**src/verilog/core_cycle_pkg.sv**
```systemverilog
package core_cycle_pkg;

    // bus mode lines {c01, c00}
    typedef enum logic [1:0] {
        MODE_READ       = 2'h0,
        MODE_READ_PAUSE = 2'h1,
        MODE_WRITE_WORD = 2'h2,
        MODE_WRITE_BYTE = 2'h3
    } bus_mode_e;

    typedef struct packed {
        logic        msyn;
        bus_mode_e   mode;
        logic        addr0;
        logic [15:0] data;
    } bus_req_s;

    typedef struct packed {
        logic wide;
        logic narrow;
        logic read;
        logic low_inhibit;
        logic high_inhibit;
    } core_drive_s;

    // timing chain offsets, in system clock cycles from the delay start flag
    localparam logic [2:0] T_HOLD_CLEAR   = 3'h1;
    localparam logic [2:0] T_DRIVE_ON     = 3'h2;
    localparam logic [2:0] T_NARROW_ON    = 3'h3;
    localparam logic [2:0] T_RD_DEL_CLEAR = 3'h4;
    localparam logic [2:0] T_STROBE_MIN   = 3'h5;
    localparam logic [2:0] T_STROBE_MAX   = 3'h6;
    localparam logic [2:0] T_RW_CLEAR     = 3'h7;
    localparam logic [2:0] T_WR_DEL_CLEAR = 3'h5;
    localparam logic [2:0] T_LOCK_CLEAR   = 3'h6;

    localparam logic [2:0] STROBE_RESET   = 3'h5;

    // register byte addresses
    localparam logic [3:0] ADDR_STATUS    = 4'h0;
    localparam logic [3:0] ADDR_STROBE    = 4'h4;

    // status field positions
    localparam int STAT_LOCKOUT = 0;
    localparam int STAT_DELAY   = 1;
    localparam int STAT_RW      = 2;
    localparam int STAT_SKIP    = 3;
    localparam int STAT_SSYN    = 4;
    localparam int STAT_ACTIVE  = 5;

endpackage : core_cycle_pkg

```
**src/verilog/core_memory_cycle_control.sv**
```systemverilog
// Local design decisions: the plain strobed port and the register addresses.
`timescale 1ns/1ps
module core_memory_cycle_control (
    input  wire logic                       i_clk_sys,
    input  wire logic                       i_sys_rst,
    input  wire core_cycle_pkg::bus_req_s   i_bus,
    input  wire logic [15:0]                i_sense,
    input  wire logic [3:0]                 i_reg_addr,
    input  wire logic [31:0]                i_reg_wdata,
    input  wire logic                       i_reg_wr,
    input  wire logic                       i_reg_rd,
    output logic [31:0]                     o_reg_rdata,
    output logic                            o_ssyn,
    output logic                            o_data_out_en,
    output logic [15:0]                     o_rdata,
    output core_cycle_pkg::core_drive_s     o_drive,
    output logic [15:0]                     o_inhibit,
    output logic [1:0]                      o_hold_clear,
    output logic [1:0]                      o_sense_strobe
);

    typedef enum logic [1:0] {
        PH_IDLE,
        PH_READ,
        PH_WRITE
    } phase_e;

    phase_e                     state_reg;
    logic [2:0]                 cnt_reg;
    logic                       cycle_lockout_flag;
    logic                       delay_start_flag;
    logic                       rw_flag;
    logic                       skip_flag;
    logic                       ssyn_reg;
    logic                       served_reg;
    logic                       tick2_reg;
    logic [15:0]                hold_register;
    core_cycle_pkg::bus_mode_e  mode_reg;
    logic                       a0_reg;
    logic                       wide_drive_pulse;
    logic                       narrow_drive_pulse;
    logic [2:0]                 strobe_off_reg;
    logic [31:0]                rdata_reg;

    logic       start_cycle;
    logic       read_done;
    logic       write_done;
    logic       is_write;
    logic       is_byte;
    logic       strobe_now;
    logic       clear_now;
    logic       ssyn_set;
    logic       slave_sync_release;
    logic       delay_flag_clear;
    logic       lockout_clear;
    logic [1:0] byte_load;
    logic [1:0] sense_mask;
    logic       low_inhibit_enable;
    logic       high_inhibit_enable;
    logic [15:0] sense_bits;

    // a request counts once per msyn assertion, so a master that holds
    // msyn through the restore does not retrigger a second cycle
    assign start_cycle = (state_reg == PH_IDLE) && !cycle_lockout_flag
                         && i_bus.msyn && !served_reg;
    assign is_write    = mode_reg[1];
    assign is_byte     = mode_reg == core_cycle_pkg::MODE_WRITE_BYTE;

    // bytes that are read back into the hold register: all for reads,
    // none for word writes, the unselected one for byte writes
    always_comb begin
        if (!is_write) begin
            sense_mask = 2'h3;
        end else if (is_byte) begin
            sense_mask = a0_reg ? 2'h1 : 2'h2;
        end else begin
            sense_mask = 2'h0;
        end
    end

    always_comb begin
        if (tick2_reg && is_write) begin
            if (is_byte) begin
                byte_load = a0_reg ? 2'h2 : 2'h1;
            end else begin
                byte_load = 2'h3;
            end
        end else begin
            byte_load = 2'h0;
        end
    end

    assign clear_now  = (state_reg == PH_READ) && rw_flag
                        && cnt_reg == core_cycle_pkg::T_HOLD_CLEAR;
    assign strobe_now = (state_reg == PH_READ) && rw_flag && cnt_reg == strobe_off_reg;
    assign read_done  = (state_reg == PH_READ) && !rw_flag;
    assign write_done = (state_reg == PH_WRITE)
                        && cnt_reg == core_cycle_pkg::T_LOCK_CLEAR;
    assign delay_flag_clear = (state_reg == PH_READ
                               && cnt_reg == core_cycle_pkg::T_RD_DEL_CLEAR)
                              || (state_reg == PH_WRITE
                               && cnt_reg == core_cycle_pkg::T_WR_DEL_CLEAR);
    assign lockout_clear = write_done || (read_done && skip_flag);

    // sync rises on the strobe for reads, on tick two for writes
    assign ssyn_set = !is_write ? (strobe_now && sense_mask != 2'h0)
                                : tick2_reg;
    assign slave_sync_release = ssyn_reg && !i_bus.msyn;

    always_ff @(posedge i_clk_sys) begin
        if (i_sys_rst) begin
            state_reg <= PH_IDLE;
            cnt_reg   <= 3'h0;
        end else if (start_cycle) begin
            state_reg <= skip_flag ? PH_WRITE : PH_READ;
            cnt_reg   <= 3'h0;
        end else if (read_done) begin
            state_reg <= skip_flag ? PH_IDLE : PH_WRITE;
            cnt_reg   <= 3'h0;
        end else if (write_done) begin
            state_reg <= PH_IDLE;
        end else if (state_reg != PH_IDLE && cnt_reg != 3'h7) begin
            cnt_reg <= cnt_reg + 3'h1;
        end
    end

    always_ff @(posedge i_clk_sys) begin
        if (i_sys_rst) begin
            delay_start_flag <= 1'b0;
        end else if (start_cycle || (read_done && !skip_flag)) begin
            delay_start_flag <= 1'b1;
        end else if (delay_flag_clear) begin
            delay_start_flag <= 1'b0;
        end
    end

    always_ff @(posedge i_clk_sys) begin
        if (i_sys_rst) begin
            rw_flag <= 1'b0;
        end else if (start_cycle) begin
            rw_flag <= !skip_flag;
        end else if (state_reg == PH_READ && cnt_reg == core_cycle_pkg::T_RW_CLEAR) begin
            rw_flag <= 1'b0;
        end
    end

    always_ff @(posedge i_clk_sys) begin
        if (i_sys_rst) begin
            tick2_reg <= 1'b0;
        end else begin
            tick2_reg <= start_cycle;
        end
    end

    always_ff @(posedge i_clk_sys) begin
        if (i_sys_rst) begin
            cycle_lockout_flag <= 1'b0;
        end else if (tick2_reg) begin
            cycle_lockout_flag <= 1'b1;
        end else if (lockout_clear) begin
            cycle_lockout_flag <= 1'b0;
        end
    end

    always_ff @(posedge i_clk_sys) begin
        if (i_sys_rst) begin
            served_reg <= 1'b0;
        end else if (start_cycle) begin
            served_reg <= 1'b1;
        end else if (!i_bus.msyn) begin
            served_reg <= 1'b0;
        end
    end

    always_ff @(posedge i_clk_sys) begin
        if (i_sys_rst) begin
            mode_reg <= core_cycle_pkg::MODE_READ;
            a0_reg   <= 1'b0;
        end else if (start_cycle) begin
            mode_reg <= i_bus.mode;
            a0_reg   <= i_bus.addr0;
        end
    end

    always_ff @(posedge i_clk_sys) begin
        if (i_sys_rst) begin
            ssyn_reg <= 1'b0;
        end else if (ssyn_set) begin
            ssyn_reg <= 1'b1;
        end else if (slave_sync_release) begin
            ssyn_reg <= 1'b0;
        end
    end

    // the skip flag is only touched on the two edges of slave sync; the
    // write that follows a pause keeps it set until its own release
    always_ff @(posedge i_clk_sys) begin
        if (i_sys_rst) begin
            skip_flag <= 1'b0;
        end else if (ssyn_set && mode_reg == core_cycle_pkg::MODE_READ_PAUSE) begin
            skip_flag <= 1'b1;
        end else if (slave_sync_release
                     && mode_reg != core_cycle_pkg::MODE_READ_PAUSE) begin
            skip_flag <= 1'b0;
        end
    end

    assign sense_bits = i_sense & {{8{sense_mask[1]}}, {8{sense_mask[0]}}};

    // per byte: load, clear and sense never hit the same byte in one cycle
    always_ff @(posedge i_clk_sys) begin
        if (i_sys_rst) begin
            hold_register <= 16'h0000;
        end else begin
            for (int b = 0; b < 2; b++) begin
                if (byte_load[b]) begin
                    hold_register[b*8 +: 8] <= i_bus.data[b*8 +: 8];
                end else if (clear_now && sense_mask[b]) begin
                    hold_register[b*8 +: 8] <= 8'h00;
                end else if (strobe_now) begin
                    hold_register[b*8 +: 8] <= hold_register[b*8 +: 8]
                                               | sense_bits[b*8 +: 8];
                end
            end
        end
    end

    always_ff @(posedge i_clk_sys) begin
        if (i_sys_rst) begin
            wide_drive_pulse   <= 1'b0;
            narrow_drive_pulse <= 1'b0;
        end else begin
            wide_drive_pulse   <= delay_start_flag && !delay_flag_clear
                                  && cnt_reg >= core_cycle_pkg::T_DRIVE_ON;
            narrow_drive_pulse <= delay_start_flag && !delay_flag_clear
                                  && cnt_reg >= core_cycle_pkg::T_NARROW_ON;
        end
    end

    assign low_inhibit_enable  = wide_drive_pulse && !rw_flag;
    assign high_inhibit_enable = wide_drive_pulse && !rw_flag;
    assign o_inhibit = ~hold_register & {{8{high_inhibit_enable}},
                                         {8{low_inhibit_enable}}};

    assign o_drive.wide         = wide_drive_pulse;
    assign o_drive.narrow       = narrow_drive_pulse;
    assign o_drive.read         = rw_flag;
    assign o_drive.low_inhibit  = low_inhibit_enable;
    assign o_drive.high_inhibit = high_inhibit_enable;
    assign o_hold_clear   = clear_now ? sense_mask : 2'h0;
    assign o_sense_strobe = strobe_now ? sense_mask : 2'h0;
    assign o_ssyn         = ssyn_reg;
    assign o_data_out_en  = ssyn_reg && !is_write;
    assign o_rdata        = hold_register;

    // strobe offset is adjustable like the sense timing trim; values that
    // would fall outside the sense window are refused to avoid a hang
    always_ff @(posedge i_clk_sys) begin
        if (i_sys_rst) begin
            strobe_off_reg <= core_cycle_pkg::STROBE_RESET;
        end else if (i_reg_wr && i_reg_addr == core_cycle_pkg::ADDR_STROBE
                     && i_reg_wdata[2:0] >= core_cycle_pkg::T_STROBE_MIN
                     && i_reg_wdata[2:0] <= core_cycle_pkg::T_STROBE_MAX) begin
            strobe_off_reg <= i_reg_wdata[2:0];
        end
    end

    always_ff @(posedge i_clk_sys) begin
        if (i_sys_rst) begin
            rdata_reg <= 32'h0000_0000;
        end else if (i_reg_rd) begin
            rdata_reg <= 32'h0000_0000;
            if (i_reg_addr == core_cycle_pkg::ADDR_STATUS) begin
                rdata_reg[core_cycle_pkg::STAT_LOCKOUT] <= cycle_lockout_flag;
                rdata_reg[core_cycle_pkg::STAT_DELAY]   <= delay_start_flag;
                rdata_reg[core_cycle_pkg::STAT_RW]      <= rw_flag;
                rdata_reg[core_cycle_pkg::STAT_SKIP]    <= skip_flag;
                rdata_reg[core_cycle_pkg::STAT_SSYN]    <= ssyn_reg;
                rdata_reg[core_cycle_pkg::STAT_ACTIVE]  <= state_reg != PH_IDLE;
            end else if (i_reg_addr == core_cycle_pkg::ADDR_STROBE) begin
                rdata_reg[2:0] <= strobe_off_reg;
            end
        end else begin
            rdata_reg <= 32'h0000_0000;
        end
    end

    assign o_reg_rdata = rdata_reg;

    AST_START_SETS: assert property (@(posedge i_clk_sys) disable iff (i_sys_rst)
        start_cycle |=> delay_start_flag && (rw_flag == !$past(skip_flag)))
        else $error("first tick did not set the delay and read/write flags");

    AST_LOCKOUT_TICK2: assert property (@(posedge i_clk_sys) disable iff (i_sys_rst)
        start_cycle |-> ##2 cycle_lockout_flag)
        else $error("lockout not set by the second tick");

    AST_NO_START_LOCKED: assert property (@(posedge i_clk_sys) disable iff (i_sys_rst)
        cycle_lockout_flag |=> $stable(mode_reg) || !$past(state_reg == PH_IDLE))
        else $error("cycle started while locked out");

    AST_SSYN_RELEASE: assert property (@(posedge i_clk_sys) disable iff (i_sys_rst)
        (ssyn_reg && !i_bus.msyn && !ssyn_set) |=> !o_ssyn)
        else $error("slave sync not released after msyn dropped");

    AST_DEL_BEFORE_SSYN: assert property (@(posedge i_clk_sys) disable iff (i_sys_rst)
        $rose(ssyn_reg) && !is_write |-> !delay_start_flag && rw_flag)
        else $error("read sync raised before delay flag cleared");

    AST_RESTORE: assert property (@(posedge i_clk_sys) disable iff (i_sys_rst)
        (read_done && !skip_flag) |=> state_reg == PH_WRITE && delay_start_flag
                                      && cnt_reg == 3'h0)
        else $error("restore write not triggered");

    AST_PAUSE_NO_RESTORE: assert property (@(posedge i_clk_sys) disable iff (i_sys_rst)
        (read_done && skip_flag) |=> state_reg == PH_IDLE && !cycle_lockout_flag
                                     && !delay_start_flag)
        else $error("restore not suppressed after read-pause");

    AST_WRITE_END: assert property (@(posedge i_clk_sys) disable iff (i_sys_rst)
        (state_reg == PH_WRITE && cnt_reg == 3'h0 && !tick2_reg) |-> ##7
            !delay_start_flag && !cycle_lockout_flag && state_reg == PH_IDLE)
        else $error("write phase did not release delay and lockout");

    AST_WRITE_ONLY: assert property (@(posedge i_clk_sys) disable iff (i_sys_rst)
        (start_cycle && skip_flag) |=> !rw_flag && state_reg == PH_WRITE ##1 o_ssyn)
        else $error("write after pause did not skip the clearing read");

    AST_READ_DATA_OUT: assert property (@(posedge i_clk_sys) disable iff (i_sys_rst)
        (strobe_now && !is_write) |=> o_ssyn && o_data_out_en)
        else $error("read strobe did not raise sync and data drivers");

    AST_WRITE_ACK: assert property (@(posedge i_clk_sys) disable iff (i_sys_rst)
        (tick2_reg && is_write) |=> o_ssyn && !o_data_out_en)
        else $error("write not acknowledged on the second tick");

    // one cover each for read-restore, read-pause, byte write after a pause and byte merge
    COV_READ: cover property (@(posedge i_clk_sys) disable iff (i_sys_rst)
        read_done && !skip_flag);
    COV_PAUSE: cover property (@(posedge i_clk_sys) disable iff (i_sys_rst)
        read_done && skip_flag);
    COV_BYTE_AFTER_PAUSE: cover property (@(posedge i_clk_sys) disable iff (i_sys_rst)
        start_cycle && skip_flag && i_bus.mode == core_cycle_pkg::MODE_WRITE_BYTE);
    COV_BYTE_MERGE: cover property (@(posedge i_clk_sys) disable iff (i_sys_rst)
        strobe_now && is_byte);

endmodule : core_memory_cycle_control

```
**config.mk**
```make
export PLATFORM = sky130hd
export DESIGN_NAME = core_memory_cycle_control
export DESIGN_NICKNAME = d
export VERILOG_FILES = /design/src/verilog/core_cycle_pkg.sv /design/src/verilog/core_memory_cycle_control.sv
export SDC_FILE = /design/constraint.sdc
export NUM_CORES = 1
export LEC_CHECK = 0
export BUFFER_PORTS_ARGS = -buffer_cell sky130_fd_sc_hd__buf_2
export CAP_MARGIN = 20
export CORE_ASPECT_RATIO = 1.25
export CORE_MARGIN = 2
export CORE_UTILIZATION = 39
export CTS_BUF_LIST = sky130_fd_sc_hd__clkbuf_4 sky130_fd_sc_hd__clkbuf_8
export CTS_CLUSTER_DIAMETER = 60
export DETAILED_ROUTE_END_ITERATION = 10
export GPL_TIMING_DRIVEN = 0
export PLACE_DENSITY = 0.85
export SLEW_MARGIN = 20
export SYNTH_ARGS = -nofsm -noshare
export SYNTH_HDL_FRONTEND = slang
export SYNTH_SLANG_ARGS = --single-unit
```
**constraint.sdc**
```tcl
create_clock -name i_clk_sys -period 1.4 [get_ports i_clk_sys]
set_input_delay 0.07 -clock i_clk_sys [delete_from_list [all_inputs] [get_ports i_clk_sys]]
set_output_delay 0.07 -clock i_clk_sys [all_outputs]
set_load 0.005 [all_outputs]
```
==> results of run 1 <==
==> how the worst max path moves through the flow <==
| stage | start | slack (ns) | end |
|---|---|---|---|
| 3_3_place_gp | rw_flag | -0.37 | o_drive[0] |
| 6_report | cnt_reg[2] | -0.30 | o_sense_strobe[1] |
| 2_1_floorplan | mode_reg[1] | -0.03 | o_rdata[0] |
| 5_1_grt | cnt_reg[2] | -0.35 | o_sense_strobe[1] |
| 4_1_cts | cnt_reg[0] | -0.23 | o_sense_strobe[1] |
| 3_5_place_dp | rw_flag | -0.39 | o_drive[1] |
==> timing repair <==
item / in CTS / in global routing
buffers inserted: 11 / 14
hold buffers: 1 / 0
pin swaps: 12 / 16
gates cloned: 0 / 0
hold endpoints to repair: 1 / 0
gates resized for setup: 35 / 31
endpoints found under the setup margin: 44 / 35
==> routing by layer <==
metal,global-route usage,up-vias,share of wire,wire (um)
met3,0.0501,10,0.071,462
met5,0,-,0,0
met2,0.357,92,0.55,3590
met4,0.0583,0,0.016,103
li1,-,1139,-,-
met1,0.176,1057,0.36,2370
==> worst max-delay path, stage by stage, from the launching register on <==
cell     delay, ns
dfxtp_2       0.34
buf_8         0.13
xor2_4        0.16
nor4_4        0.29
buf_6         0.18
and2_4        0.14
buf_6         0.09
==> logic make-up after synthesis <==
family                   Yosys count  synth area share
AO/OA/AOI/OAI                     47             0.145
adder cells (fa/ha/maj)            6            0.0334
other                              1           0.00167
flip-flops                        42             0.375
AND/OR/NAND/NOR                  107             0.260
buffers and inverters             50             0.148
multiplexers                       4            0.0178
XOR/XNOR                           5            0.0195
==> cell type report <==
class	instances	area (sq um)	share of cell area
multi-input combinational	195	1400	0.400
sequential	42	867	0.249
timing repair buffer	120	692	0.198
buffer	42	338	0.0969
clock buffer	6	82.6	0.0237
tap	64	80.1	0.0230
inverter	5	18.8	0.00538
clock inverter	2	12.5	0.00359
==> stage by stage <==
step	instances	hold WS, ns	instance area (sq um)	worst slack (ns)	setup TNS, ns
6_report	476	0.00683	3490	-0.298	-3.97
5_1_grt	476	0.00352	3490	-0.351	-5.60
4_1_cts	462	0.00748	3230	-0.231	-2.41
3_5_place_dp	445	0.320	2920	-0.392	-6.10
3_3_place_gp	445	0.318	2920	-0.375	-5.31
2_1_floorplan	287	0.198	2370	-0.0331	-0.0331
==> where the power goes <==
part	switching, W	leakage [nW]	internal (W)	total [W]
Clock	0.000433	0.0472	0.000397	0.000830
Combinational	0.000430	1.33	0.000451	0.000881
Sequential	0.0000990	0.345	0.00128	0.00137
Total	0.000962	1.72	0.00212	0.00308
==> layout by cell type (no fill, tap or decap), types with 3 or more instances in the layout <==
cell	count
a21oi_1	9
mux2i_1	4
o21ai_0	3
nand3_1	4
dfxtp_1	31
inv_2	3
nor3_2	9
a31oi_1	6
dfxtp_2	6
buf_2	93
nor2_1	45
a31oi_4	3
dfxtp_4	5
buf_4	53
nand2b_4	3
a211oi_2	5
nor3_1	6
clkbuf_1	3
conb_1	26
nand2_1	13
nand2b_1	3
buf_6	9
a311oi_1	8
clkbuf_8	7
a211oi_1	6
==> flow_metrics.env, run 1 <==
export IMPL_run_status="finished, violations left"
export IMPL_failed_checks="negative setup slack"
export IMPL_ir_worst_vdd_v=0.000433
export IMPL_hold_depth=3
export IMPL_synth_flop_cell="dfxtp_1"
export IMPL_ys_seq_area_frac=0.375
export IMPL_skew_ns=0.00586
export IMPL_cap_viol_max_count=0
export IMPL_diodes=0
export IMPL_worstReg2RegEnd="o_rdata[14]"
export IMPL_leakage_nw=1.72
export IMPL_coreArea_sq_mm=0.00548
export IMPL_largest_reg_flops=16
export IMPL_dieArea_sq_mm=0.00638
export IMPL_dr_total_vias=2298
export IMPL_initial_core_util=0.410
export IMPL_antenna_found_initial=0
export IMPL_utilization=0.636
export IMPL_critPathRequiredTime_ns=1.33
export IMPL_crit_arrival_ns=1.63
export IMPL_clock_sink_count=42
export IMPL_h_tree_depth=2
export IMPL_worstPathMaxFanout=7
export IMPL_r2r_start="cnt_reg[2]"
export IMPL_synth_top_area_cell="dfxtp_1"
export IMPL_io_pins=151
export IMPL_chipHeight_um=88.8
export IMPL_slew_viol_final=0
export IMPL_synthTopCellsByCount="nor2_1 (45), dfxtp_1 (42), buf_4 (33), nand2_1 (14), a211oi_1 (11)"
export IMPL_grt_pass1_vias=1947
export IMPL_drc=0
export IMPL_grt_max_degree=14
export IMPL_drive_gt1_frac=0.536
export IMPL_worst_slack_ns=-0.298
export IMPL_reg2reg_depth=8
export IMPL_postSynthRegisterBits=42
export IMPL_dp_final_hpwl_um=4410
export IMPL_syn_area_per_cell_sq_um=8.57
export IMPL_antenna_left=0
export IMPL_slew_limit_headroom=0.645
export IMPL_final_fill_count=456
export IMPL_grt_use_total=0.179
export IMPL_critical_path_class="reg -> out"
export IMPL_clk_pin_slew_ns=0.08
export IMPL_setup_viol_count_final=24
export IMPL_nNetsFinal=493
export IMPL_worstHoldStart="i_bus[18]"
export IMPL_synth_edff_count=0
export IMPL_numCtsBuffers=5
export IMPL_synthDistinctLibCells=44
export IMPL_clock_latency_ns=0.30
export IMPL_fin_crit_ns=1.70
export IMPL_syn_cell_area_sq_mm=0.00224
export IMPL_period_share=1.21
export IMPL_grt_pass1_wl_um=8910
export IMPL_yosys_warnings=0
export IMPL_synth_top_cells_by_area="dfxtp_1 (37%), buf_4 (11%), nor2_1 (7.5%)"
export IMPL_finalHoldViolCount=0
export IMPL_synthCells=262
export IMPL_wire_per_inst_um=13.7
export IMPL_synth_async_reset_ratio=0
export IMPL_rows=30
export IMPL_yosysMostFrequentCell="nor2_1"
export IMPL_dr_pass1_iters=4
export IMPL_die_w_um=71.9
export IMPL_min_delay_path_class="in -> reg"
export IMPL_clock_path_buffers=2
export IMPL_port_buffers=94
export IMPL_routed_wl_um=6520
export IMPL_grt_overflow=0
export IMPL_rsz0062_at_grt="yes"
export IMPL_drtIter0Drc=81
export IMPL_fmax_mhz=589
export IMPL_yosys_area_top_type_share=0.375
export IMPL_p_per_area_mw_per_mm2=885
export IMPL_vias_per_cell=4.83
export IMPL_cts_tree="yes"
export IMPL_tightest_slew_ns=0.532
export IMPL_area_growth_pct=55.4
export IMPL_crit_path_end_kind="output pin"
export IMPL_routabilityCongestion=0.844
export IMPL_power_total_w=0.00308
export IMPL_r2r_setup_slack_ns=-0.25
export IMPL_holdPathEnd="mode_reg[1]"
export IMPL_startpoint_type="flip-flop"
export IMPL_cts_root_buf="clkbuf_8"
Note: power is estimated with default switching activity, not from simulation.
==> run 2: changes to the inputs <==
- CORE_UTILIZATION: 39 -> 34
- PLACE_DENSITY: 0.85 -> 0.76
- TNS_END_PERCENT: unset -> 10
==> run 2 against run 1 <==
  * The run still ends with negative setup slack left
  * Fmax rose by 2.9%
  * First-iteration DRC count fell by 31%
  * Clock power fell by 4.2%
  * Clock skew rose by 0.0063 ns
==> flow_metrics.env, run 2 (synthesized netlist as in run 1, its figures left out) <==
export IMPL_crit_family="simple AND/OR/NAND/NOR gates"
export IMPL_r2r_setup_slack_ns=-0.18
export IMPL_power_total_w=0.00287
export IMPL_tightest_slew_ns=0.692
export IMPL_grt_overflow=0
export IMPL_failed_checks="negative setup slack"
export IMPL_crit_arrival_ns=1.58
export IMPL_antenna_found_initial=0
export IMPL_drive_gt1_frac=0.464
export IMPL_final_area_sq_mm=0.00318
export IMPL_cts_root_buf="clkbuf_8"
export IMPL_routabilityCongestion=0.839
export IMPL_dp_cells=468
export IMPL_largest_reg_flops=16
export IMPL_rows=33
export IMPL_slew_limit_headroom=0.539
export IMPL_grt_use_total=0.154
export IMPL_numCtsBuffers=5
export IMPL_r2r_start="state_reg[1]"
export IMPL_chipHeight_um=94.8
export IMPL_seqCellArea_sq_um=860
export IMPL_fmax_mhz=606
export IMPL_critPathRequiredTime_ns=1.33
export IMPL_drtIter0Drc=56
export IMPL_vias_per_cell=4.57
export IMPL_final_fill_count=621
export IMPL_critPathMaxStageDelay_ns=0.37
export IMPL_dieArea_sq_mm=0.00727
export IMPL_skew_ns=0.0122
export IMPL_p_per_area_mw_per_mm2=903
export IMPL_critical_path_class="reg -> out"
export IMPL_dr_pass1_iters=4
export IMPL_clock_latency_ns=0.30
export IMPL_worst_path_buf_inv=2
export IMPL_period_share=1.18
export IMPL_slew_viol_final=0
export IMPL_die_w_um=76.7
export IMPL_area_growth_pct=41.7
export IMPL_fin_crit_ns=1.65
export IMPL_rsz0062_at_grt="yes"
export IMPL_io_pins=151
export IMPL_dr_total_vias=2196
export IMPL_grt_pass1_vias=1979
export IMPL_drc=0
export IMPL_worstSetupStartpoint="state_reg[1]"
export IMPL_finalHoldViolCount=0
export IMPL_cts_tree="yes"
export IMPL_final_common_cell="buf_2"
export IMPL_grt_max_degree=14
export IMPL_utilization=0.491
export IMPL_ir_worst_vdd_v=0.000365
export IMPL_coreArea_sq_mm=0.00648
export IMPL_grt_pass1_wl_um=9030
export IMPL_clock_path_buffers=2
export IMPL_run_status="finished, violations left"
export IMPL_min_delay_path_class="in -> reg"
export IMPL_diodes=0
export IMPL_slowest_stage="dfxtp_4"
export IMPL_initial_core_util=0.346
export IMPL_worstPathMaxFanout=6
export IMPL_hold_ws_ns=0.0134
export IMPL_fin_cells=481
export IMPL_dp_final_hpwl_um=4410
export IMPL_port_buffers=94
export IMPL_startpoint_type="flip-flop"
export IMPL_mostFrequentLayoutCells="buf_2 (95), nor2_1 (45), buf_4 (41)"
export IMPL_placed_area_sq_mm=0.00294
export IMPL_worst_slack_ns=-0.250
export IMPL_multi_input_area_sq_mm=0.00125
export IMPL_setup_viol_count_final=24
export IMPL_wire_per_inst_um=12.3
export IMPL_path_cells="nand3b_1, nor4_4, buf_4, and2_4, buf_6"
export IMPL_cap_viol_max_count=0
export IMPL_crit_path_end_kind="output pin"
export IMPL_leakage_nw=1.59
export IMPL_clock_sink_count=42
export IMPL_clk_pin_slew_ns=0.08
export IMPL_h_tree_depth=2
export IMPL_worstHoldStart="i_bus[0]"
export IMPL_routed_wl_um=5890
export IMPL_nNetsFinal=475
export IMPL_antenna_left=0
run 2: where the power goes:
group | internal (W) | switching (W) | leakage, nW
Combinational | 0.000354 | 0.000361 | 1.20
Clock | 0.000371 | 0.000424 | 0.0486
Sequential | 0.00127 | 0.0000911 | 0.344
Total | 0.00200 | 0.000875 | 1.59
run 2: timing repair:
action | CTS | global route
setup buffers | 3 | 4
pin swaps | 8 | 5
resized for setup | 20 | 15
setup endpoints to repair | 46 | 30
hold buffers | 0 | 0
run 2: per-stage QoR:
step,worst slack (ns),TNS [ns]
after global placement,-0.422,-7.12
after detailed placement,-0.396,-7.58
final,-0.250,-3.13
after global routing,-0.304,-5.28
after floorplan,-0.0425,-0.440
after CTS,-0.282,-3.64
run 2: worst paths after layout:
kind	to	depth (start not counted)
setup / recovery	o_sense_strobe[1]	5
hold / removal	o_rdata[0]	3
setup reg to reg	o_rdata[15]	5
hold reg to reg	a0_reg	2
run 2: per-layer routing:
metal	wire (um)	GRT usage	up-vias
met5	0	0	-
met4	49	0.0439	0
met3	363	0.0402	6
met2	3210	0.304	82
met1	2270	0.158	994
li1	-	-	1114
run 2: worst register-to-register path, stage by stage (launching register included):
cell and delay [ns]:
dfxtp_4 0.37, nand3b_1 0.20, nor4_4 0.31, buf_2 0.29
a31oi_1 0.12, a211oi_1 0.23
run 2: area by class of cell:
type | instances | share of cell area
multi-input combinational | 195 | 0.393
sequential | 42 | 0.270
timing repair buffer | 101 | 0.166
buffer | 43 | 0.102
tap | 87 | 0.0342
clock buffer | 6 | 0.0240
inverter | 5 | 0.00590
clock inverter | 2 | 0.00433
